### src/hw/ctm_pkg.sv
// constants, register map and encodings of the compact timer/pwm module
//
// Overview of operation
// - pause bit freezes the counter; clearing it resumes from the held value
// - clock select picks sys/4, sys, high/16, high/64, sub, pin rise or fall
// - rising edge of the on bit zeroes the counter, the only software change
// - on bit low stops counting; the counter keeps its residual value
// - in compare mode the on bit rising edge reloads the initial pin level
// - low three bits of control register zero always read as zero
// - mode field: 00 compare output, 10 pwm, 11 timer/counter, 01 undefined
// - in timer/counter mode the pin is unused; action, level, polarity ignored
// - compare mode match a: keep, drive low, drive high or toggle the pin
// - a match requesting the level already held gives no visible pin change
// - pwm mode action: 00 inactive, 01 active, 10 waveform, 11 undefined
// - output control bit: initial level in compare mode, active level in pwm
// - polarity bit set inverts the pin, clear passes it through
// - swap bit 0: compare p sets period, a duty; 1 swaps the roles
// - clear select: 1 match a clears, 0 match p or overflow; unused in pwm
// - counter readable, not writable, as low and high byte registers
// - compare a is a 16-bit read/write value in low and high bytes
// - compare p matches counter bits 15..8; period 256 times value, 65536 at 0
// - low bytes pass a shared buffer: loaded by low write or high read
// - the counter is a 16-bit up-counter stepped by the selected clock
// - outside pwm mode, with match a as clear source only the match a flag is raised
package tmr_pkg;

  localparam int ADDR_W = 32;
  localparam int DATA_W = 32;

  // register byte offsets
  localparam logic [7:0] REG_CTRL0  = 8'h00;
  localparam logic [7:0] REG_CTRL1  = 8'h04;
  localparam logic [7:0] REG_CNT_LO = 8'h08;
  localparam logic [7:0] REG_CNT_HI = 8'h0c;
  localparam logic [7:0] REG_CA_LO  = 8'h10;
  localparam logic [7:0] REG_CA_HI  = 8'h14;
  localparam logic [7:0] REG_CP     = 8'h18;
  localparam logic [7:0] REG_STAT   = 8'h1c;

  // field positions
  localparam int C0_PAUSE   = 7;
  localparam int C0_CKS_LSB = 4;
  localparam int C0_ON      = 3;
  localparam int C1_MODE    = 6;
  localparam int C1_ACT     = 4;
  localparam int C1_OC      = 3;
  localparam int C1_POL     = 2;
  localparam int C1_DPX     = 1;
  localparam int C1_CLR     = 0;
  localparam int ST_A       = 0;
  localparam int ST_P       = 1;

  localparam logic [7:0] CTRL0_MASK = 8'hf8;
  localparam logic [7:0] RESET_BYTE = 8'h00;

  typedef enum logic [1:0] {
    MODE_CMP   = 2'b00,
    MODE_UNDEF = 2'b01,
    MODE_PWM   = 2'b10,
    MODE_TMR   = 2'b11
  } mode_e;

  typedef enum logic [2:0] {
    CKS_SYS4  = 3'b000,
    CKS_SYS   = 3'b001,
    CKS_H16   = 3'b010,
    CKS_H64   = 3'b011,
    CKS_SUB0  = 3'b100,
    CKS_SUB1  = 3'b101,
    CKS_PIN_R = 3'b110,
    CKS_PIN_F = 3'b111
  } cks_e;

  typedef enum logic [1:0] {
    BUS_IDLE = 2'b00,
    BUS_WR   = 2'b01,
    BUS_RDW  = 2'b10,
    BUS_RD   = 2'b11
  } bus_e;

  // timing: high clock taken as the system clock, sub clock by division
  localparam int CLK_HZ      = 20_000_000;
  localparam int SUB_HZ      = 32_768;
  localparam int SUB_DIV     = CLK_HZ / SUB_HZ;
  localparam int SUB_W       = 10;
  localparam int PRE_W       = 6;

endpackage : tmr_pkg

### src/hw/compact_timer.sv
// compact 16-bit timer with compare/pwm output, ahb-lite register slave
//
// The register addresses and register access over AHB-Lite are this design's own decisions.
`timescale 1ns/1ps
module compact_timer (
  // clock and reset
  input  wire logic                       clk,
  input  wire logic                       sys_rst,
  // ahb-lite slave
  input  wire logic                       hsel,
  input  wire logic [tmr_pkg::ADDR_W-1:0] haddr,
  input  wire logic [1:0]                 htrans,
  input  wire logic                       hwrite,
  input  wire logic [2:0]                 hsize,
  input  wire logic [tmr_pkg::DATA_W-1:0] hwdata,
  input  wire logic                       hready,
  output logic                            hreadyout,
  output logic                            hresp,
  output logic      [tmr_pkg::DATA_W-1:0] hrdata,
  // pins
  input  wire logic                       external_clock_pin,
  output logic                            waveform_output_pin,
  output logic                            waveform_output_pin_oe,
  // match events
  output logic                            match_a_event,
  output logic                            match_p_event
);
  import tmr_pkg::*;

  bus_e             bus_q;
  logic [7:0]       addr_q;
  logic [7:0]       ctrl0_q;
  logic [7:0]       ctrl1_q;
  logic [15:0]      cnt_q;
  logic [15:0]      ca_q;
  logic [7:0]       cp_q;
  logic [7:0]       buf_q;
  logic [1:0]       flag_q;
  logic             start_q;
  logic             out_q;
  logic             pin_q;
  logic             oe_q;
  logic             a_evt_q;
  logic             p_evt_q;
  logic [PRE_W-1:0] pre_q;
  logic [SUB_W-1:0] sub_q;
  logic             ext_s1_q;
  logic             ext_s2_q;
  logic             ext_s3_q;

  logic             take;
  logic             wr;
  logic             tick;
  logic             run;
  logic [15:0]      cnt_inc;
  logic             a_hit;
  logic             p_hit;
  logic             clr_hit;
  logic             duty_on;
  logic [16:0]      duty_val;
  logic [7:0]       rd_byte;
  mode_e            mode;
  cks_e             cks;
  logic [1:0]       act;

  assign mode = mode_e'(ctrl1_q[C1_MODE +: 2]);
  assign cks  = cks_e'(ctrl0_q[C0_CKS_LSB +: 3]);
  assign act  = ctrl1_q[C1_ACT +: 2];

  function automatic logic is_reg(input logic [7:0] a, input logic [7:0] r);
    is_reg = (a == r);
  endfunction : is_reg

  // ---------------- bus slave ----------------
  assign take      = hsel && htrans[1] && hready;
  assign wr        = (bus_q == BUS_WR);
  // reads take one wait state so that the data reflects any write just before
  assign hreadyout = (bus_q != BUS_RDW);
  assign hresp     = 1'b0;

  always_ff @(posedge clk or posedge sys_rst) begin
    if (sys_rst) begin
      bus_q  <= BUS_IDLE;
      addr_q <= 8'h00;
    end else begin
      case (bus_q)
        BUS_RDW: bus_q <= BUS_RD;
        default: begin
          if (take) begin
            bus_q  <= hwrite ? BUS_WR : BUS_RDW;
            addr_q <= haddr[7:0];
          end else begin
            bus_q <= BUS_IDLE;
          end
        end
      endcase
    end
  end

  always_comb begin
    if (is_reg(addr_q, REG_CTRL0)) begin
      rd_byte = ctrl0_q & CTRL0_MASK;
    end else if (is_reg(addr_q, REG_CTRL1)) begin
      rd_byte = ctrl1_q;
    end else if (is_reg(addr_q, REG_CNT_LO) || is_reg(addr_q, REG_CA_LO)) begin
      rd_byte = buf_q;
    end else if (is_reg(addr_q, REG_CNT_HI)) begin
      rd_byte = cnt_q[15:8];
    end else if (is_reg(addr_q, REG_CA_HI)) begin
      rd_byte = ca_q[15:8];
    end else if (is_reg(addr_q, REG_CP)) begin
      rd_byte = cp_q;
    end else if (is_reg(addr_q, REG_STAT)) begin
      rd_byte = {6'h00, flag_q};
    end else begin
      rd_byte = 8'h00;
    end
  end

  always_ff @(posedge clk or posedge sys_rst) begin
    if (sys_rst) begin
      hrdata <= 32'h0000_0000;
    end else if (bus_q == BUS_RDW) begin
      hrdata <= {24'h00_0000, rd_byte};
    end
  end

  // ---------------- control registers ----------------
  always_ff @(posedge clk or posedge sys_rst) begin
    if (sys_rst) begin
      ctrl0_q <= RESET_BYTE;
      ctrl1_q <= RESET_BYTE;
      cp_q    <= RESET_BYTE;
      start_q <= 1'b0;
    end else begin
      start_q <= 1'b0;
      if (wr && is_reg(addr_q, REG_CTRL0)) begin
        ctrl0_q <= hwdata[7:0] & CTRL0_MASK;
        start_q <= hwdata[C0_ON] && !ctrl0_q[C0_ON];
      end
      if (wr && is_reg(addr_q, REG_CTRL1)) begin
        ctrl1_q <= hwdata[7:0];
      end
      if (wr && is_reg(addr_q, REG_CP)) begin
        cp_q <= hwdata[7:0];
      end
    end
  end

  // shared low-byte buffer and compare a
  always_ff @(posedge clk or posedge sys_rst) begin
    if (sys_rst) begin
      buf_q <= RESET_BYTE;
      ca_q  <= 16'h0000;
    end else begin
      if (wr && is_reg(addr_q, REG_CA_LO)) begin
        buf_q <= hwdata[7:0];
      end else if (bus_q == BUS_RDW && is_reg(addr_q, REG_CNT_HI)) begin
        buf_q <= cnt_q[7:0];
      end else if (bus_q == BUS_RDW && is_reg(addr_q, REG_CA_HI)) begin
        buf_q <= ca_q[7:0];
      end
      if (wr && is_reg(addr_q, REG_CA_HI)) begin
        ca_q <= {hwdata[7:0], buf_q};
      end
    end
  end

  // ---------------- clock sources ----------------
  // free prescaler gives sys/4, high/16 and high/64 as enable pulses
  always_ff @(posedge clk or posedge sys_rst) begin
    if (sys_rst) begin
      pre_q <= '0;
      sub_q <= '0;
    end else begin
      pre_q <= pre_q + 1'b1;
      if (sub_q == SUB_W'(SUB_DIV - 1)) begin
        sub_q <= '0;
      end else begin
        sub_q <= sub_q + 1'b1;
      end
    end
  end

  always_ff @(posedge clk or posedge sys_rst) begin
    if (sys_rst) begin
      ext_s1_q <= 1'b0;
      ext_s2_q <= 1'b0;
      ext_s3_q <= 1'b0;
    end else begin
      ext_s1_q <= external_clock_pin;
      ext_s2_q <= ext_s1_q;
      ext_s3_q <= ext_s2_q;
    end
  end

  always_comb begin
    case (cks)
      CKS_SYS4:  tick = (pre_q[1:0] == 2'b11);
      CKS_SYS:   tick = 1'b1;
      CKS_H16:   tick = (pre_q[3:0] == 4'hf);
      CKS_H64:   tick = (pre_q == 6'h3f);
      CKS_PIN_R: tick = ext_s2_q && !ext_s3_q;
      CKS_PIN_F: tick = !ext_s2_q && ext_s3_q;
      default:   tick = (sub_q == SUB_W'(SUB_DIV - 1));
    endcase
  end

  // ---------------- counter and comparators ----------------
  assign run     = ctrl0_q[C0_ON] && !ctrl0_q[C0_PAUSE] && tick;
  assign cnt_inc = cnt_q + 16'h0001;
  // matches are seen on the step that would reach the compare value
  assign p_hit   = run && (cnt_inc == {cp_q, 8'h00});
  assign a_hit   = run && (cnt_inc == ca_q) && (ca_q != 16'h0000);

  always_comb begin
    if (mode == MODE_PWM) begin
      clr_hit = ctrl1_q[C1_DPX] ? a_hit : p_hit;
    end else begin
      clr_hit = ctrl1_q[C1_CLR] ? a_hit : p_hit;
    end
  end

  always_ff @(posedge clk or posedge sys_rst) begin
    if (sys_rst) begin
      cnt_q <= 16'h0000;
    end else if (start_q) begin
      cnt_q <= 16'h0000;
    end else if (clr_hit) begin
      cnt_q <= 16'h0000;
    end else if (run) begin
      cnt_q <= cnt_inc;
    end
  end

  // event pulses and sticky flags; a set wins over a write-one clear
  always_ff @(posedge clk or posedge sys_rst) begin
    if (sys_rst) begin
      a_evt_q <= 1'b0;
      p_evt_q <= 1'b0;
      flag_q  <= 2'b00;
    end else begin
      a_evt_q <= a_hit;
      p_evt_q <= p_hit && !(ctrl1_q[C1_CLR] && mode != MODE_PWM);
      if (wr && is_reg(addr_q, REG_STAT)) begin
        flag_q <= flag_q & ~hwdata[1:0];
      end
      if (a_evt_q) begin
        flag_q[ST_A] <= 1'b1;
      end
      if (p_evt_q) begin
        flag_q[ST_P] <= 1'b1;
      end
    end
  end

  assign match_a_event = a_evt_q;
  assign match_p_event = p_evt_q;

  // ---------------- output pin ----------------
  always_ff @(posedge clk or posedge sys_rst) begin
    if (sys_rst) begin
      out_q <= 1'b0;
    end else if (start_q) begin
      out_q <= ctrl1_q[C1_OC];
    end else if (a_hit && mode == MODE_CMP) begin
      case (act)
        2'b01:   out_q <= 1'b0;
        2'b10:   out_q <= 1'b1;
        2'b11:   out_q <= !out_q;
        default: out_q <= out_q;
      endcase
    end
  end

  // duty value of zero in swap mode stands for 65536 clocks
  always_comb begin
    if (ctrl1_q[C1_DPX]) begin
      duty_val = (cp_q == 8'h00) ? 17'h1_0000 : {1'b0, cp_q, 8'h00};
    end else begin
      duty_val = {1'b0, ca_q};
    end
    duty_on = ({1'b0, cnt_q} < duty_val);
  end

  always_ff @(posedge clk or posedge sys_rst) begin
    if (sys_rst) begin
      pin_q <= 1'b0;
      oe_q  <= 1'b0;
    end else begin
      case (mode)
        MODE_CMP: begin
          pin_q <= out_q ^ ctrl1_q[C1_POL];
          oe_q  <= 1'b1;
        end
        MODE_PWM: begin
          // undefined action code 11 falls back to the inactive level
          pin_q <= ((act == 2'b01 || (act == 2'b10 && duty_on)) ~^ ctrl1_q[C1_OC])
                   ^ ctrl1_q[C1_POL];
          oe_q  <= 1'b1;
        end
        default: begin
          pin_q <= 1'b0;
          oe_q  <= 1'b0;
        end
      endcase
    end
  end

  assign waveform_output_pin    = pin_q;
  assign waveform_output_pin_oe = oe_q;
endmodule : compact_timer

### config.mk
export PLATFORM = sky130hd
export DESIGN_NAME = compact_timer
export DESIGN_NICKNAME = d
export VERILOG_FILES = /design/src/hw/ctm_pkg.sv /design/src/hw/compact_timer.sv
export SDC_FILE = /design/constraint.sdc
export NUM_CORES = 1
export LEC_CHECK = 0
export ABC_AREA = 1
export ABC_CLOCK_PERIOD_IN_PS = 3100
export BUFFER_PORTS_ARGS = -buffer_cell sky130_fd_sc_hd__buf_2
export CAP_MARGIN = 10
export CORE_ASPECT_RATIO = 0.6
export CORE_MARGIN = 2
export CORE_UTILIZATION = 45
export CTS_CLUSTER_SIZE = 28
export DETAILED_ROUTE_END_ITERATION = 10
export GPL_TIMING_DRIVEN = 1
export PLACE_DENSITY_LB_ADDON = 0.15
export SETUP_SLACK_MARGIN = 0.2
export SYNTH_ARGS = -nofsm -noshare
export SYNTH_HDL_FRONTEND = slang
export SYNTH_SLANG_ARGS = --single-unit
### constraint.sdc
create_clock -name clk -period 3.1 [get_ports clk]
set_input_delay 0.155 -clock clk [delete_from_list [all_inputs] [get_ports clk]]
set_output_delay 0.155 -clock clk [all_outputs]
set_load 0.005 [all_outputs]
==> summary.md <==
| Metric | Value |
|---|---|
| Initial antenna violation count | `0` |
| Final worst slack | `0.433 ns` |
| Fin Setup TNS | `0 ns` |
| HP Start | `hwrite` |
| Largest net degree at the start of global routing | `80` |
| Asr flop ratio synth | `1.00` |
| Period utilisation layout | `0.860` |
| Total number of yosys warnings | `0` |
| Minimum clock period after layout | `2.67 ns` |
| Final GP Congestion | `0.941` |
| Final Hold Fails | `0` |
| Syn Std Cell Area | `6520 um^2` |
| Clk slew on worst S/H paths | `0.08 ns` |
| Die ar. | `15500 um^2` |
| WL per Instance | `16.7 um` |
| Root buf cell | `clkbuf_16` |
| Max IR drop VDD | `0.279 mV` |
| Worst Tran Pin Value | `0.649 ns` |
| Average vias per placed instance | `5.23` |
| Max Cap Viol | `0` |
| Critical Path Source | `cnt_q[1]$_DFFE_PP0P_` |
| Worst Hold Class | `in -> reg` |
| Dpl hpwl | `14400 um` |
| Overall die height | `97.2 um` |
| Slew margin rel. | `0.566` |
| Most frequent cells in the layout | `nand2_1 (205), inv_1 (108), dfrtp_1 (105)` |
| Post-Synthesis Cells | `854` |
| Most common cell after layout, fill and taps aside | `nand2_1` |
| Slew Limit Fails | `0` |
| Port bufs | `35` |
| Clk sinks | `106` |
| Critical path required time | `3.34 ns` |
| Unrepaired setup endpoints after global routing | `false` |
| Worst-case reg-to-reg path depth | `11` |
| # fillers | `1469` |
| FMAX | `375 MHz` |
| Total number of vias | `5734` |
| Vias in the first global route | `5073` |
| Clock Latency Late Sink | `0.36 ns` |
| Number of buffers created by CTS | `9` |
| PwrDens | `427 nW/um^2` |
| Unique masters post-synth | `44` |
| GR Overflow Total | `0` |
| Number of flops mapped to enable cells by yosys | `0` |
| Yosys reg bits | `106` |
| Total GRT Usage | `0.245` |
| Sequential-to-total area share from yosys stat | `0.407` |
| Ys flop type | `dfrtp_1` |
| Worst r2r src | `cnt_q[1]$_DFFE_PP0P_` |
| Boundary Pins | `113` |
| CP Max Fanout | `16` |
| Final setup fails | `0` |
| Worst Path Arrival | `2.90 ns` |
| Element type at the critical path start | `flop` |
| Avg Cell Area, Syn | `7.63 um^2` |
| First-pass GRT wire length | `29200 um` |
| Outcome | `finished clean` |
| Initial Util | `0.455` |
| Share of layout cells above drive strength 1 | `0.129` |
| Area grow syn2layout | `9.94%` |
| Row count | `34` |
| Initial DRT Pass Iterations | `5` |
| Core area | `14300 um^2` |
| Crit path capture type | `flop` |
| Width of the chip | `159 um` |
| Starting DRT DRC Count | `570` |
| TritonCTS clock tree | `yes` |
| Min-Delay Path Depth | `2` |
| # DRC | `0` |
| # H-tree levels | `3` |
| Post-route ant nets | `0` |
| ANT cells | `0` |
| Pre-CTS setup slack | `0.515 ns` |
| DRT Wirelength | `18400 um` |
| Clock Skew | `0.0119 ns` |
| Setup CP Type | `reg -> reg` |
| Nets@finish | `989` |
| P_leak | `3.67 nW` |
| Deepest clock path buffer count | `2` |
[power breakdown]
group          leakage [nW]  total, W  internal (W)  switching (W)
Combinational          2.31  0.000361      0.000115       0.000246
Sequential             1.21   0.00154       0.00146      0.0000746
Clock                 0.146   0.00116      0.000569       0.000594
[path summary, 6_finish.rpt]
path | end | slack [ns]
setup / recovery | cnt_q[14]$_DFFE_PP0P_ | 0.43
hold / removal | bus_q[1]$_DFF_PP0_ | 0.008
setup reg to reg | cnt_q[14]$_DFFE_PP0P_ | 0.43
hold reg to reg | ext_s2_q$_DFF_PP0_ | 0.36
max in group asynchronous | ctrl1_q[1]$_DFFE_PP0P_ | 1.84
min in group asynchronous | pre_q[0]$_DFF_PP0_ | 0.42
[timing repair]
action,4_1_cts,5_1_grt
endpoints found under the hold margin,28,0
hold buffers,2,0
gates resized for setup,0,1
buffers inserted,0,0
endpoints found under the setup margin,0,1
[synth_stat cells, types with 7 or more instances]
master,number,area share
o221ai_1,18,0.024
nand4_1,14,0.013
nand2_1,205,0.12
dfrtp_1,106,0.41
clkbuf_1,14,0.0081
ha_1,20,0.038
nand3_1,49,0.038
a21oi_1,29,0.022
nor2_1,72,0.041
nand2_2,11,0.011
xor2_1,14,0.019
buf_4,25,0.029
inv_2,7,0.0040
nor2_2,14,0.013
nor3_1,12,0.0092
o21ai_0,82,0.063
inv_1,109,0.063
[cell families (layout without fill, tap and decap cells)]
family                   count (synthesis)  count (layout)  share of synthesized area
multiplexers                             4               4                    0.00652
XOR/XNOR                                18              18                     0.0253
flip-flops                             106             106                      0.407
AND/OR/NAND/NOR                        403             403                      0.286
buffers and inverters                  157             178                      0.107
AO/OA/AOI/OAI                          145             145                      0.129
adder cells (fa/ha/maj)                 20              20                     0.0384
other                                    1              25                   0.000575
[state kept, by name, summed over array words and instances (netlist names), 2 cells and up]
name / flops
ca_q: 16
cnt_q: 16
sub_q: 10
addr_q: 8
buf_q: 8
cp_q: 8
ctrl1_q: 8
hrdata: 8
pre_q: 6
ctrl0_q: 5
bus_q: 2
flag_q: 2
[worst max-delay path, stage by stage (launching register included)]
cell,delay (ns)
dfrtp_1,0.50
ha_1,0.25
nand2_2,0.09
nor2_4,0.26
nand3_1,0.13
nand2_2,0.19
xor2_2,0.26
nand3_1,0.12
nor3_2,0.23
nand4_2,0.16
nand3_4,0.26
nor2_1,0.07
[metrics by stage]
step	hold WS, ns	power [W]	cell area (um^2)	std cells	utilization
2_1_floorplan	0.186	0.00180	6610	878	-
3_3_place_gp	0.264	0.00191	6850	1079	0.478
3_5_place_dp	0.266	0.00192	6850	1079	0.478
4_1_cts	0.00414	0.00308	7170	1097	0.500
5_1_grt	0.0257	0.00320	7170	1097	0.500
6_report	0.00758	0.00306	7170	1097	0.500
[per-layer routing]
metal,GRT usage,up-vias,part of all wire
li1,-,2824,-
met1,0.418,2690,0.55
met2,0.297,208,0.36
met3,0.0687,12,0.092
met4,0.0371,0,0.0063
met5,0,-,0
[layout make-up]
class	count	area, um^2	share of cell area
multi-input cells	615	3260	0.455
clock buffers	9	225	0.0314
flip-flops and latches	106	2650	0.370
inverters	117	443	0.0618
repair buffers	45	268	0.0374
clock inverters	7	72.6	0.0101
well taps	198	248	0.0346
(Power assumes the default switching activity.)
